`config.mk`:
```
export PLATFORM = sky130hd
export DESIGN_NAME = thermal_feature_regs
export DESIGN_NICKNAME = d
export VERILOG_FILES = /design/src/shared/thermal_feature_pkg.sv /design/src/verilog/thermal_feature_regs.sv
export SDC_FILE = /design/constraint.sdc
export NUM_CORES = 1
export LEC_CHECK = 0
export BUFFER_PORTS_ARGS = -buffer_cell sky130_fd_sc_hd__buf_4
export CAP_MARGIN = 15
export CORE_AREA = 2 2 212 214
export DETAILED_ROUTE_END_ITERATION = 6
export DIE_AREA = 0 0 214 216
export PLACE_DENSITY = 0.62
export SLEW_MARGIN = 20
export SYNTH_ARGS = -nofsm -noshare
export SYNTH_HDL_FRONTEND = slang
export SYNTH_SLANG_ARGS = --single-unit
```
`constraint.sdc`:
```
create_clock -name CLK -period 51 [get_ports CLK]
set_input_delay 10.2 -clock CLK [delete_from_list [all_inputs] [get_ports CLK]]
set_output_delay 10.2 -clock CLK [all_outputs]
set_load 0.05 [all_outputs]
```
`src/shared/thermal_feature_pkg.sv`:
```
// Shared constants and carrier types for the thermal and feature register bank.
package thermal_feature_pkg;

  localparam int ADDR_W = 12;
  localparam int DATA_W = 64;

  // Register indices, one 64-bit register per index.
  localparam logic [ADDR_W-1:0] OFS_PERF_STATE_REQUEST  = 12'h199;
  localparam logic [ADDR_W-1:0] OFS_CLOCK_DUTY_THROTTLE = 12'h19a;
  localparam logic [ADDR_W-1:0] OFS_THERMAL_IRQ_CTRL    = 12'h19b;
  localparam logic [ADDR_W-1:0] OFS_THERMAL_MON_STATE   = 12'h19c;
  localparam logic [ADDR_W-1:0] OFS_SECOND_STAGE_TARGET = 12'h19d;
  localparam logic [ADDR_W-1:0] OFS_MISC_FEATURE_SW     = 12'h1a0;
  localparam logic [ADDR_W-1:0] OFS_EVENT_STATUS        = 12'h1f0;
  localparam logic [ADDR_W-1:0] OFS_EVENT_ENABLE        = 12'h1f1;
  localparam logic [ADDR_W-1:0] OFS_EVENT_CLEAR         = 12'h1f2;

  // Plain storage registers, kept as one indexed array.
  localparam int PLAIN_N = 4;
  localparam int PLAIN_W = 2;

  // Misc feature switch fields.
  localparam int SPLIT_LOCK_DISABLE_BIT = 4;
  localparam int RSVD_BIT_A             = 1;
  localparam int RSVD_BIT_B             = 5;
  localparam logic [DATA_W-1:0] MISC_WRITE_MASK = 64'hffff_ffff_ffff_ffdd;

  // Reset values.
  localparam logic [DATA_W-1:0] PLAIN_RESET  = 64'h0;
  localparam logic [DATA_W-1:0] TARGET_RESET = 64'h0;
  localparam logic [DATA_W-1:0] MISC_RESET   = 64'h0;

  // Event status bits.
  localparam int EV_ALIGN_FAULT = 0;
  localparam int EV_GP_FAULT    = 1;
  localparam int EV_SPLIT_LOCK  = 2;
  localparam int EV_TARGET_LOAD = 3;
  localparam int EV_W           = 4;
  localparam logic [EV_W-1:0] EV_RESET = 4'h0;

  // Processor model variants of the second-stage target register.
  localparam int MODEL_LOADS_TARGET = 3;

  typedef struct packed {
    logic [ADDR_W-1:0] addr;
    logic [DATA_W-1:0] wdata;
    logic              wr;
    logic              rd;
  } reg_req_t;

  typedef struct packed {
    logic req;
    logic split;
  } lock_req_t;

  typedef struct packed {
    logic align_fault;
    logic split_cycle;
    logic plain_cycle;
  } lock_ans_t;

endpackage

```
`src/verilog/thermal_feature_regs.sv`:
```
// Thermal control, performance request and feature switch register bank.
//
// The implementer's own choice: the plain strobed port.
`timescale 1ns/1ns

module thermal_feature_regs
  import thermal_feature_pkg::*;
#(
  parameter int MODEL = 3
)
(
  input  wire logic                           CLK,
  input  wire logic                           RESET,
  input  wire thermal_feature_pkg::reg_req_t  BUS_REQ,
  output logic [thermal_feature_pkg::DATA_W-1:0] RDATA,
  output logic                                GP_FAULT,
  input  wire thermal_feature_pkg::lock_req_t LOCK_IN,
  output thermal_feature_pkg::lock_ans_t      LOCK_OUT,
  output logic [thermal_feature_pkg::DATA_W-1:0] THROTTLE_TARGET,
  output logic [thermal_feature_pkg::DATA_W-1:0] FEATURE_SWITCHES,
  output logic                                IRQ
);

  import thermal_feature_pkg::*;

  logic [DATA_W-1:0]  plain_reg [PLAIN_N];
  logic [DATA_W-1:0]  target;
  logic [DATA_W-1:0]  misc;
  logic [EV_W-1:0]    ev_status;
  logic [EV_W-1:0]    ev_enable;
  logic [EV_W-1:0]    next_events;
  logic               hit_plain;
  logic [PLAIN_W-1:0] plain_idx;
  logic               hit_target;
  logic               hit_misc;
  logic               hit_status;
  logic               hit_enable;
  logic               hit_clear;
  logic               mapped;
  logic               target_load;
  logic               target_refused;
  logic               bad_access;
  logic               split_fault;
  logic               split_issue;

  // Address decode.
  always_comb
  begin
    hit_plain = 1'b0;
    plain_idx = '0;
    case (BUS_REQ.addr)
      OFS_PERF_STATE_REQUEST:
      begin
        hit_plain = 1'b1;
        plain_idx = 2'h0;
      end
      OFS_CLOCK_DUTY_THROTTLE:
      begin
        hit_plain = 1'b1;
        plain_idx = 2'h1;
      end
      OFS_THERMAL_IRQ_CTRL:
      begin
        hit_plain = 1'b1;
        plain_idx = 2'h2;
      end
      OFS_THERMAL_MON_STATE:
      begin
        hit_plain = 1'b1;
        plain_idx = 2'h3;
      end
      default:
      begin
        hit_plain = 1'b0;
        plain_idx = '0;
      end
    endcase
  end

  assign hit_target = (BUS_REQ.addr == OFS_SECOND_STAGE_TARGET);
  assign hit_misc   = (BUS_REQ.addr == OFS_MISC_FEATURE_SW);
  assign hit_status = (BUS_REQ.addr == OFS_EVENT_STATUS);
  assign hit_enable = (BUS_REQ.addr == OFS_EVENT_ENABLE);
  assign hit_clear  = (BUS_REQ.addr == OFS_EVENT_CLEAR);
  assign mapped     = hit_plain | hit_target | hit_misc | hit_status |
                      hit_enable | hit_clear;

  // Only the model 3 variant accepts a new target; every other variant keeps
  // the old one and faults the write instead.
  assign target_load    = BUS_REQ.wr & hit_target &
                          (MODEL == MODEL_LOADS_TARGET);
  assign target_refused = BUS_REQ.wr & hit_target &
                          (MODEL != MODEL_LOADS_TARGET);

  // An access to an unmapped index faults like any unknown register would.
  assign bad_access = ((BUS_REQ.wr | BUS_REQ.rd) & ~mapped) | target_refused;

  // Locked access handling.
  assign split_fault = LOCK_IN.req & LOCK_IN.split &
                       misc[SPLIT_LOCK_DISABLE_BIT];
  assign split_issue = LOCK_IN.req & LOCK_IN.split &
                       ~misc[SPLIT_LOCK_DISABLE_BIT];

  // Plain storage registers.
  always_ff @(posedge CLK or posedge RESET)
  begin
    if (RESET)
    begin
      for (int i = 0; i < PLAIN_N; i++)
      begin
        plain_reg[i] <= PLAIN_RESET;
      end
    end
    else if (BUS_REQ.wr && hit_plain)
    begin
      plain_reg[plain_idx] <= BUS_REQ.wdata;
    end
  end

  // Second-stage thermal target.
  always_ff @(posedge CLK or posedge RESET)
  begin
    if (RESET)
    begin
      target <= TARGET_RESET;
    end
    else if (target_load)
    begin
      target <= BUS_REQ.wdata;
    end
  end

  assign THROTTLE_TARGET = target;

  // Feature switches; reserved positions never store a one.
  always_ff @(posedge CLK or posedge RESET)
  begin
    if (RESET)
    begin
      misc <= MISC_RESET;
    end
    else if (BUS_REQ.wr && hit_misc)
    begin
      misc <= BUS_REQ.wdata & MISC_WRITE_MASK;
    end
  end

  assign FEATURE_SWITCHES = misc;

  // Read data, valid in the cycle after the read strobe only.
  always_ff @(posedge CLK or posedge RESET)
  begin
    if (RESET)
    begin
      RDATA <= '0;
    end
    else if (!BUS_REQ.rd)
    begin
      RDATA <= '0;
    end
    else if (hit_plain)
    begin
      RDATA <= plain_reg[plain_idx];
    end
    else if (hit_target)
    begin
      RDATA <= target;
    end
    else if (hit_misc)
    begin
      RDATA <= misc & MISC_WRITE_MASK;
    end
    else if (hit_status)
    begin
      RDATA <= {{(DATA_W-EV_W){1'b0}}, ev_status};
    end
    else if (hit_enable)
    begin
      RDATA <= {{(DATA_W-EV_W){1'b0}}, ev_enable};
    end
    else
    begin
      RDATA <= '0;
    end
  end

  // Protection fault pulse, one cycle after the offending access.
  always_ff @(posedge CLK or posedge RESET)
  begin
    if (RESET)
    begin
      GP_FAULT <= 1'b0;
    end
    else
    begin
      GP_FAULT <= bad_access;
    end
  end

  // Locked access answer, one cycle after the request.
  always_ff @(posedge CLK or posedge RESET)
  begin
    if (RESET)
    begin
      LOCK_OUT <= '0;
    end
    else
    begin
      LOCK_OUT.align_fault <= split_fault;
      LOCK_OUT.split_cycle <= split_issue;
      LOCK_OUT.plain_cycle <= LOCK_IN.req & ~LOCK_IN.split;
    end
  end

  // Event collection.
  always_comb
  begin
    next_events = '0;
    next_events[EV_ALIGN_FAULT] = split_fault;
    next_events[EV_GP_FAULT]    = bad_access;
    next_events[EV_SPLIT_LOCK]  = split_issue;
    next_events[EV_TARGET_LOAD] = target_load;
  end

  // Sticky status. A new event in the clearing cycle survives the clear,
  // so software never loses an event it has not yet seen.
  always_ff @(posedge CLK or posedge RESET)
  begin
    if (RESET)
    begin
      ev_status <= EV_RESET;
    end
    else if (BUS_REQ.wr && hit_clear)
    begin
      ev_status <= (ev_status & ~BUS_REQ.wdata[EV_W-1:0]) | next_events;
    end
    else
    begin
      ev_status <= ev_status | next_events;
    end
  end

  always_ff @(posedge CLK or posedge RESET)
  begin
    if (RESET)
    begin
      ev_enable <= EV_RESET;
    end
    else if (BUS_REQ.wr && hit_enable)
    begin
      ev_enable <= BUS_REQ.wdata[EV_W-1:0];
    end
  end

  always_ff @(posedge CLK or posedge RESET)
  begin
    if (RESET)
    begin
      IRQ <= 1'b0;
    end
    else
    begin
      IRQ <= |(ev_status & ev_enable);
    end
  end

endmodule

```
Word-level counts from Yosys, hierarchy flattened
Index checks and enable logic that the tools add are counted.

Flip-flop bits (word level): 459. Logic and storage cells: 68.

$lt $le $gt $ge: 2. Equal/unequal tests: 9. Mux-type cells: 15. Bitwise gates (word level): 21. Reduce and logical (&&, ||, !) cells: 7.

Operators by type and width (count): $mux W64 (7); $bwmux W256 (1); $bmux W64 S2 (1); $demux W64 S2 (1); $eq A12 B9 Y1 const B (9); $mux W4 (3); $and A4 B4 Y4 (2); $or A4 B4 Y4 (2); $reduce_or A4 Y1 (2); $and A1 B1 Y1 (6); $or A1 B1 Y1 (6); $pmux W2 S3 (1); $logic_and A1 B1 Y1 (5); $not A4 Y4 (1); $ge A3 B3 Y1 const B (1); $lt A3 B1 Y1 const B (1); $not A1 Y1 (3); $not A2 Y3 (1); $mux W1 (1).

Depth between registers and ports, before layout
Gate-level depths: netlist of run 1.

Word-level depth: 12. Gate-level depth with buffers: 8. Mapped depth without buffers: 5.

Worst setup path before layout of run 1
No wires, ideal clock.

Path type: input to register. Start: input BUS_REQ[75] in the netlist's numbering. End: register misc[0], in the netlist FEATURE_SWITCHES[0]. Setup time: 128 ps. Data arrival time: 11810 ps. Required time: 50872 ps. Path slack: 39063 ps. Stages: 6. Cells stage by stage: nor4b_4 -> nand2_1 -> nor4_4 -> nand2_1 -> buf_2 -> mux2_1.

Word-level cells in the longest chain between the ends: 2.

Ends and longest elaborated chain: start, declared (RTL line thermal_feature_regs.sv:14) `input wire thermal_feature_pkg::reg_req_t BUS_REQ,`; $eq A12 B9 Y1 (RTL line thermal_feature_regs.sv:81) `assign hit_misc = (BUS_REQ.addr == OFS_MISC_FEATURE_SW);`; $logic_and A1 B1 Y1 (RTL line thermal_feature_regs.sv:142) `else if (BUS_REQ.wr && hit_misc)`; end signal, assigned (RTL line thermal_feature_regs.sv:144) `misc <= BUS_REQ.wdata & MISC_WRITE_MASK;`; end, declared (RTL line thermal_feature_regs.sv:28) `logic [DATA_W-1:0] misc;`.

No other way between the ends. A chain may end at the register's enable or synchronous reset.

Worst setup path after layout of run 1
Start: input BUS_REQ[75] in the netlist's numbering. End: register RDATA[62] in the netlist's numbering.

Word-level cells in the longest chain between the ends: 8.

Ends and longest elaborated chain: $eq A12 B9 Y1 (RTL line thermal_feature_regs.sv:51) `case (BUS_REQ.addr)`; $pmux W2 S3 (RTL line thermal_feature_regs.sv:51); $not A2 Y3 (not written as such) (RTL line thermal_feature_regs.sv:163) `RDATA <= plain_reg[plain_idx];`; $bmux W64 S2 (RTL line thermal_feature_regs.sv:163); $mux W64 (not written as such) (2 in series) (RTL line thermal_feature_regs.sv:163); $mux W64 * (RTL line thermal_feature_regs.sv:161) `else if (hit_plain)`; $mux W64 * (RTL line thermal_feature_regs.sv:157) `else if (!BUS_REQ.rd)`; end signal, assigned (RTL line thermal_feature_regs.sv:163); end signal, assigned (RTL line thermal_feature_regs.sv:167) `RDATA <= target;`; end signal, assigned (RTL line thermal_feature_regs.sv:171) `RDATA <= misc & MISC_WRITE_MASK;`; end, declared (RTL line thermal_feature_regs.sv:15) `output logic [thermal_feature_pkg::DATA_W-1:0] RDATA,`.

Mark *: on every way between the ends. The rest lies on a longest branch, timed or not. The select of a mux whose other input is x is not followed.

==> flow_summary.ini, run 1 <==
[timing]
finClkSkew_ps = 19.6
worst-slew-pin-transition_ps = 1110
finalCritPeriodShare_pct = 25.0
tns_ps = 0
rsz0062_at_grt = no
hold_viol_final = 0
fin_ws_ps = 38250
slew_violations = 0
worst_slew_margin_rel_pct = 25.7
fmax_mhz = 78.4
setup_viol_count_final = 0
fin_crit_ps = 12750

[setup_path]
endpoint = RDATA[62]
crit_path_end_kind = flop
slowest_delay_ps = 770
cpMostUsedCell = buf_4
ff2ff_setup_slack_ps = 49640
worstSetupStartpointType = primary input
ff2ff_path_depth = 3
crit_required_ps = 51480
cp-startpoint = BUS_REQ[75]
critical_path_buf_inv_count = 2
crit_fanout = 33
crit_path_top_delay_cell = and3_2
crit_type = primary input to flop
r2r-start = plain_reg[129]
worstPathCellList = buf_4 > nor4b_4 > and3_1 > and3_2 > buf_4 > o31ai_1 > o32ai_1
cp.depth = 7
arrival_ps = 13230
crit_family = simple AND/OR/NAND/NOR gates
r2r_end = RDATA[1]

[synth]
ys_seq_area_share_pct = 58.6
ys.warnings.count = 0
synth_top_area_share_pct = 58.6
yosys.area.top_type = dfrtp_1
ys_ff_latch = 459
synth-main-ff-cell = dfrtp_1
synthTopCellsByCount = 459 x dfrtp_1, 319 x mux2_2, 136 x nand2_1, 69 x mux2_1, 66 x nor2_1
syn_avg_cell_area_sq_um = 13.1
yosysUniqueCellTypes = 49
yosys-top-cells-area = dfrtp_1 59%, mux2_2 18%, mux2_1 4.0%, o32ai_1 2.6%, nand2_1 2.6%
synth-edff-count = 0
synthCells = 1499
async_flop_share_pct = 100
syn_area_sq_um = 19600
yosysMostFrequentCell = dfrtp_1

[routing]
dr.pass1.iters = 6
vias = 13300
wl_mm = 52.2
viasPerCell = 5.62
antenna_left = 0
drc = 0
avgRoutedWirePerCell_um = 22.0
drtIter0Drc = 828

[layout]
drive_above_1_share_pct = 40.0
utilization_pct = 54.5
final_cell_area_sq_um = 23900
area_growth_pct = 22.0
nNetsFinal = 1820
largest_register_ffs = 256
diodes = 0

[cts]
cts_resized = 0
cts_root_buffer = clkbuf_16
clk_path_buf_depth = 3
clock_latency_ps = 600
clk_pin_slew_ps = 60
h-tree-depth = 2
numClockSinks = 459
postCtsSetupRepairBufs = 0
postCtsHoldBufs = 0
cts_tree = yes
cts_inserted_buffers = 51

[global_routing]
grt_pass1_wl_mm = 81.8
grt_max_degree = 180
grt_pass1_vias = 13800
antenna_found_initial = 0
grt_overflow = 0
grt.total_usage_pct = 22.5

[die]
core_area_sq_um = 43800
dieArea_sq_um = 46200
die_width_um = 214
io-pin-count = 279
rows = 77
start_util_pct = 44.7
die_y_um = 216

[min_path]
hold_class = flop to flop

[place]
gp_congestion = 0.798
post-place-ws_ps = 37700
dpl_cell_area_sq_um = 22200
place_hpwl_mm = 30.0
port_buffers = 276

[power]
ir_worst_vdd_mv = 0.0231
power_density_nw_per_um2 = 32.5
total_power_mw = 0.776
power_leakage_nw = 12.0

[run_status]
run_status = finished clean

[job]
cap_viol_max_count = 0
power by group:
part	internal, mW	switching, mW	leakage, nW
combinational	0.00843	0.0201	4.75
sequential	0.366	0.00107	6.39
clock	0.231	0.149	0.857
total	0.606	0.170	12.0
worst min path at each step:
stage | cells past startpoint | endpoint | slack (ps) | startpoint
2_1_floorplan | 1 | plain_reg[196] | 460 | plain_reg[196]
3_3_place_gp | 1 | plain_reg[237] | 470 | plain_reg[237]
3_5_place_dp | 1 | plain_reg[251] | 480 | plain_reg[251]
4_1_cts | 1 | plain_reg[217] | 490 | plain_reg[217]
5_1_grt | 1 | plain_reg[217] | 490 | plain_reg[217]
6_report | 1 | plain_reg[211] | 490 | plain_reg[211]
cell type report:
| class | count | area [sq um] |
|---|---|---|
| clock inverters | 13 | 213 |
| repair buffers | 295 | 2230 |
| inverters | 5 | 26.3 |
| multi-input cells | 926 | 7680 |
| well taps | 592 | 741 |
| fillers | 3730 | 19900 |
| flip-flops and latches | 459 | 11500 |
| clock buffers | 79 | 1530 |
routing by layer:
metal | vias up | GRT usage, % | wire length (um)
met3 | 74 | 5.16 | 2940
met5 | - | 0 | 0
met2 | 330 | 36.9 | 25200
met1 | 6937 | 30.2 | 22900
li1 | 5964 | - | -
met4 | 0 | 5.94 | 1080
through the flow:
stage                     instances  hold slack [ps]
after floorplan                1500              464
after global placement         2277              473
after detailed placement       2277              481
after CTS                      2369              493
after global routing           2369              493
final                          2369              490
placed cells by master (no fill, tap or decap), types with 4 or more instances in the layout:
cell type	Yosys	layout
nor2b_1	5	5
nor2_1	66	66
clkbuf_1	57	14
dfrtp_1	459	459
nor3_1	4	4
o32ai_1	59	59
clkbuf_8	0	13
clkinv_2	0	4
a22oi_1	63	63
mux2_2	319	319
bufinv_16	0	5
and3_1	64	63
buf_4	2	294
and2_1	8	7
clkbuf_16	0	52
mux2_1	69	69
inv_1	5	4
o21ai_0	10	9
nand4_1	6	6
o31ai_1	57	57
a21oi_1	13	13
nand2_1	136	132
logic make-up after synthesis:
family | after synthesis | synth area share, %
mux | 391 | 22.4
xor+xnor | 2 | 0.0894
compound gates | 218 | 8.53
other cells | 1 | 0.0191
buf+inv | 115 | 2.55
simple gates | 313 | 7.76
flops | 459 | 58.6
Note: power is estimated with default switching activity, not from simulation.
==> inputs of run 2 (changes only) <==
--- a/config.mk
+++ b/config.mk
@@ -5,12 +5,13 @@
 export SDC_FILE = /design/constraint.sdc
 export NUM_CORES = 1
 export LEC_CHECK = 0
+export ABC_AREA = 1
 export BUFFER_PORTS_ARGS = -buffer_cell sky130_fd_sc_hd__buf_4
 export CAP_MARGIN = 15
-export CORE_AREA = 2 2 212 214
+export CORE_AREA = 2 2 214 216
 export DETAILED_ROUTE_END_ITERATION = 6
-export DIE_AREA = 0 0 214 216
-export PLACE_DENSITY = 0.62
+export DIE_AREA = 0 0 216 218
+export PLACE_DENSITY = 0.64
 export SLEW_MARGIN = 20
 export SYNTH_ARGS = -nofsm -noshare
 export SYNTH_HDL_FRONTEND = slang
==> constraint.sdc (replaced) <==
create_clock -name CLK -period 11.5 [get_ports CLK]
set_input_delay 2.3 -clock CLK [delete_from_list [all_inputs] [get_ports CLK]]
set_output_delay 2.3 -clock CLK [all_outputs]
set_load 0.05 [all_outputs]
==> run 2 against run 1 <==
  * Cell area decreased by 0.33%
  * Global-route usage increased by 2.3 points
  * Final cell count is 36% higher
  * Largest power group is now sequential cells
==> flow_summary.ini, run 2 <==
[synth]
yosys.area_share.simple_pct = 21.9
synth_top_area_share_pct = 57.8
yosysMostFrequentCell = nand2_1
syn_area_sq_um = 19900
synth-xor-area-share_pct = 0
synth-compound-area-share_pct = 13.7
yosys-top-cells-area = dfrtp_1 58%, nand2_1 14%, o21ai_0 5.3%, nor2_1 5.2%, o21ai_1 4.7%
synth-edff-count = 0
syn_avg_cell_area_sq_um = 8.29
ys_ff_latch = 459
ys_seq_area_share_pct = 57.8
yosys.area.top_type = dfrtp_1
synth_top_family_by_area = simple AND/OR/NAND/NOR gates
synthTopCellsByCount = 742 x nand2_1, 459 x dfrtp_1, 273 x nor2_1, 211 x o21ai_0, 186 x o21ai_1
synthCells = 2398
async_flop_share_pct = 100
yosysUniqueCellTypes = 23
yosys-mux-area-fraction_pct = 0
ys.warnings.count = 0
synthAdderAreaFrac_pct = 0
synth-main-ff-cell = dfrtp_1

[cts]
clk_pin_slew_ps = 60
cts_tree = yes
cts_resized = 0
clock_latency_ps = 580
postCtsSetupRepairBufs = 0
cts_inserted_buffers = 49
numClockSinks = 459
h-tree-depth = 2
clk_path_buf_depth = 3
postCtsHoldBufs = 0
cts_root_buffer = clkbuf_16

[global_routing]
grt_pass1_wl_mm = 92.4
antenna_found_initial = 0
grt_overflow = 0
grt.total_usage_pct = 24.8
grt_pass1_vias = 16600
grt_max_degree = 183

[timing]
hold_viol_final = 0
finalCritPeriodShare_pct = 43.3
rsz0062_at_grt = no
slew_violations = 0
finClkSkew_ps = 8.83
worst-slew-pin-transition_ps = 1150
setup_viol_count_final = 0
fmax_mhz = 201
tns_ps = 0
fin_crit_ps = 4980
worst_slew_margin_rel_pct = 22.7

[layout]
diodes = 0
utilization_pct = 53.1
largest_register_ffs = 256
layout_common_cells = 736 x nand2_1, 459 x dfrtp_1, 285 x buf_4
drive_above_1_share_pct = 14.7
final_common_cell = nand2_1
nNetsFinal = 2666
fill_cells = 4232
final_cells = 3220
area_growth_pct = 19.8

[die]
die_width_um = 216
start_util_pct = 44.3
rows = 78
dieArea_sq_um = 47100
io-pin-count = 279
die_y_um = 218
core_area_sq_um = 44900

[power]
switching_power_mw = 0.739
ir_worst_vdd_mv = 0.137
p_int_mw = 2.60
power_density_nw_per_um2 = 140
netSwitchingFraction_pct = 22.2
power_leakage_nw = 11.9
total_power_mw = 3.33
p_clk_share_pct = 47.7
comb_power_share_pct = 3.6
p_seq_share_pct = 48.7

[setup_path]
crit_required_ps = 11980
crit_path_end_kind = flop
crit_family = simple AND/OR/NAND/NOR gates
arrival_ps = 5460
crit_fanout = 98
cpMostUsedCell = buf_4
slowest_delay_ps = 910
worstPathCellList = buf_4 > nor2_1 > nand2_2 > inv_2 > nand3_4 > nor3_4 > buf_4 > nand2_1 > o21ai_1
crit_path_top_delay_cell = buf_4
critical_path_buf_inv_count = 3
crit_type = primary input to flop
worstSetupStartpointType = primary input

[place]
gp_congestion = 0.830
port_buffers = 276
dp.cells = 3132
place_hpwl_mm = 34.6

[routing]
vias = 17000
drc = 0
dr.pass1.iters = 6
drtIter0Drc = 1729
viasPerCell = 5.26
wl_mm = 58.2
avgRoutedWirePerCell_um = 18.1
antenna_left = 0

[run_status]
run_status = finished clean

[min_path]
hold_class = flop to flop

[job]
cap_viol_max_count = 0
run 2: cell types whose count changed in the layout (fill, tap and decap cells not counted), sizes merged, moves of 57 or more:
cell,before,now
o211ai,0,57
inv,7,154
o31ai,57,0
nand2,136,747
o32ai,59,0
a22oi,63,0
and3,64,0
o21ai,10,397
mux2,388,0
nand3,4,77
nor2,66,276
run 2: cells by family after synthesis:
group	after synthesis
AO/OA/AOI/OAI	515
flip-flops	459
other	1
AND/OR/NAND/NOR	1114
buffers and inverters	309
run 2: power by group through the flow:
stage	Sequential [mW]	Combinational (mW)	Clock (mW)
CTS	1.63	0.123	1.62
floorplan	1.66	0.0534	0
global placement	1.65	0.122	0
finish	1.63	0.121	1.59
global route	1.62	0.135	1.69
detailed placement	1.65	0.123	0
run 2: per-layer routing:
metal	track usage (%)	wire (um)
met5	0	0
met2	38.8	26400
met1	36.3	27000
met3	3.96	3870
met4	6.14	920
run 2: path summary, 6_finish.rpt:
path                                     start             end  slack [ps]  cells after the start
worst min-delay path            plain_reg[166]  plain_reg[166]         480                      2
max in group asynchronous                RESET       RDATA[30]        7300                      5
worst min register to register  plain_reg[166]  plain_reg[166]         480                      2
min in group asynchronous                RESET       RDATA[59]        1910                      3
worst max register to register   plain_reg[65]        RDATA[1]       10140                      6
worst max-delay path               BUS_REQ[77]   plain_reg[96]        6520                      9
run 2: layout make-up:
| type | instances | area [sq um] | area share (%) |
|---|---|---|---|
| multi-input combinational | 1631 | 7180 | 30.2 |
| tap | 600 | 751 | 3.15 |
| clock buffer | 77 | 1510 | 6.36 |
| clock inverter | 10 | 104 | 0.436 |
| sequential | 459 | 11500 | 48.2 |
| inverter | 155 | 589 | 2.47 |
| timing repair buffer | 288 | 2190 | 9.21 |
run 2: stage by stage:
stage	hold slack, ps	worst slack (ps)	cell area [sq um]
finish	482	6520	23800
global route	509	6200	23800
global placement	466	5460	22200
CTS	487	5920	23800
detailed placement	473	5320	22200
floorplan	453	2990	19900
run 2: worst min-delay path: cells and delay by family, from the launching register on:
| family | cells | cell delay [ps] |
|---|---|---|
| compound gates | 1 | 60 |
| flops | 1 | 340 |
| simple gates | 1 | 50 |
==> inputs of run 3 (changes only) <==
--- a/config.mk
+++ b/config.mk
@@ -5,12 +5,12 @@
 export SDC_FILE = /design/constraint.sdc
 export NUM_CORES = 1
 export LEC_CHECK = 0
-export ABC_AREA = 1
+export ABC_AREA = 0
 export BUFFER_PORTS_ARGS = -buffer_cell sky130_fd_sc_hd__buf_4
 export CAP_MARGIN = 15
-export CORE_AREA = 2 2 214 216
+export CORE_AREA = 2 2 212 214
 export DETAILED_ROUTE_END_ITERATION = 6
-export DIE_AREA = 0 0 216 218
+export DIE_AREA = 0 0 214 216
 export PLACE_DENSITY = 0.64
 export SLEW_MARGIN = 20
 export SYNTH_ARGS = -nofsm -noshare
==> constraint.sdc (replaced) <==
create_clock -name CLK -period 4.3 [get_ports CLK]
set_input_delay 0.86 -clock CLK [delete_from_list [all_inputs] [get_ports CLK]]
set_output_delay 0.86 -clock CLK [all_outputs]
set_load 0.05 [all_outputs]
==> run 3 against run 2 <==
  * Largest power group unchanged
  * Sequential share of layout area is 0.41 points lower
  * Worst hold slack worse by 230 ps
  * Die area is 1.8% lower
  * Flip-flop and latch count stayed put
  * Cell area is 0.86% higher
  * Register-to-register slack worse by 7200 ps
  * Highest routed layer is now met5
  * Routed wire length is 12% lower
  * Total power grew to 2.7 times the previous value
==> flow_summary.ini, run 3 (synthesis results as in run 1) <==
[run_status]
run_status = finished clean

[timing]
finalCritPeriodShare_pct = 67.0
worst_slew_margin_rel_pct = 29.5
finClkSkew_ps = 15.9
fin_ws_ps = 1420
setup_viol_count_final = 0
rsz0062_at_grt = no
hold_viol_final = 0
worst-slew-pin-transition_ps = 1050
slew_violations = 0
fmax_mhz = 347
tns_ps = 0
fin_crit_ps = 2880
hold_ws_ps = 256

[layout]
area_growth_pct = 22.6
final_cells = 2380
layout_common_cells = 459 x dfrtp_1, 319 x mux2_2, 303 x buf_4
nNetsFinal = 1835
final_common_cell = dfrtp_1
drive_above_1_share_pct = 40.7
largest_register_ffs = 256
final_cell_area_sq_um = 24000

[routing]
drtIter0Drc = 876
viasPerCell = 5.58
avgRoutedWirePerCell_um = 21.6
vias = 13300
dr.pass1.iters = 6
wl_mm = 51.4
antenna_left = 0
drc = 0

[place]
port_buffers = 276
post-place-ws_ps = 823
gp_congestion = 0.848
dpl_cell_area_sq_um = 22400
place_hpwl_mm = 32.3
dp.cells = 2294

[setup_path]
crit_required_ps = 4750
arrival_ps = 3330
crit_path_top_delay_cell = nand2_4
critical_path_buf_inv_count = 1
worstSetupStartpointType = primary input
slowest_delay_ps = 590
crit_path_end_kind = flop
crit_fanout = 62
crit_type = primary input to flop
worstPathCellList = buf_4 > nor4b_4 > nand2_1 > nor4_4 > nand2_4 > mux2_1
crit_family = simple AND/OR/NAND/NOR gates

[power]
power_leakage_nw = 12.1
power_density_nw_per_um2 = 372
ir_worst_vdd_mv = 0.278

[die]
die_y_um = 216
die_width_um = 214
io-pin-count = 279
start_util_pct = 44.7
dieArea_sq_um = 46200
core_area_sq_um = 43800
rows = 77

[cts]
cts_tree = yes
cts_inserted_buffers = 48
clk_pin_slew_ps = 70
numClockSinks = 459
cts_resized = 0
clk_path_buf_depth = 3
clock_latency_ps = 580
postCtsSetupRepairBufs = 0
cts_root_buffer = clkbuf_16
h-tree-depth = 2
postCtsHoldBufs = 0

[global_routing]
grt_overflow = 0
antenna_found_initial = 2
grt_pass1_wl_mm = 81.6
grt.total_usage_pct = 22.3
grt_max_degree = 104
grt_pass1_vias = 13800

[min_path]
hold_class = primary input to async pin

[job]
cap_viol_max_count = 0
run 3: cell count changes in the layout (fill, tap and decap cells not counted), sizes merged, moves of 59 or more:
cell   previous run  this run
nand2           747       136
and3              0        64
inv             154         4
o32ai             0        59
o21ai           397        10
nand3            77         4
a22oi             0        63
mux2              0       388
nor2            276        66
run 3: metrics by stage:
step	utilization, %	total power [mW]
floorplan	-	4.60
global placement	51.1	4.78
detailed placement	51.1	4.79
CTS	54.8	9.05
global route	54.8	9.27
finish	54.8	8.95
run 3: path summary, 6_finish.rpt:
path	startpoint	to	slack, ps	cells past startpoint
max in group asynchronous	RESET	plain_reg[56]	2920	4
worst max register to register	plain_reg[129]	RDATA[1]	2990	3
worst max-delay path	BUS_REQ[75]	FEATURE_SWITCHES[31]	1420	6
worst min register to register	plain_reg[202]	plain_reg[202]	490	1
min in group CLK	LOCK_IN[0]	LOCK_OUT[0]	430	2
worst min-delay path	RESET	LOCK_OUT[2]	260	2
run 3: routing by layer:
layer	track usage, %	wire length (um)
met5	0	16
met4	6.48	948
met3	4.16	2710
met2	37.4	25300
met1	29.8	22500
run 3: worst reg2reg max path, cell delays in order (launching register included):
cell	delay (ps)
dfrtp_1	380
o41ai_1	360
a221oi_1	130
o221a_2	320
run 3: area by class of cell:
| class | instances | area [sq um] |
|---|---|---|
| clock buffers | 70 | 1450 |
| multi-input cells | 926 | 7680 |
| diodes | 1 | 2.50 |
| clock inverters | 14 | 180 |
| inverters | 5 | 22.5 |
| well taps | 592 | 741 |
| flip-flops and latches | 459 | 11500 |
| fillers | 3703 | 19800 |
| repair buffers | 313 | 2470 |
run 3: power by group:
group | switching, mW | total, mW | leakage [nW] | internal (mW)
registers | 0.0127 | 4.35 | 6.39 | 4.34
logic | 0.242 | 0.352 | 4.87 | 0.110
clock network | 1.68 | 4.24 | 0.805 | 2.56
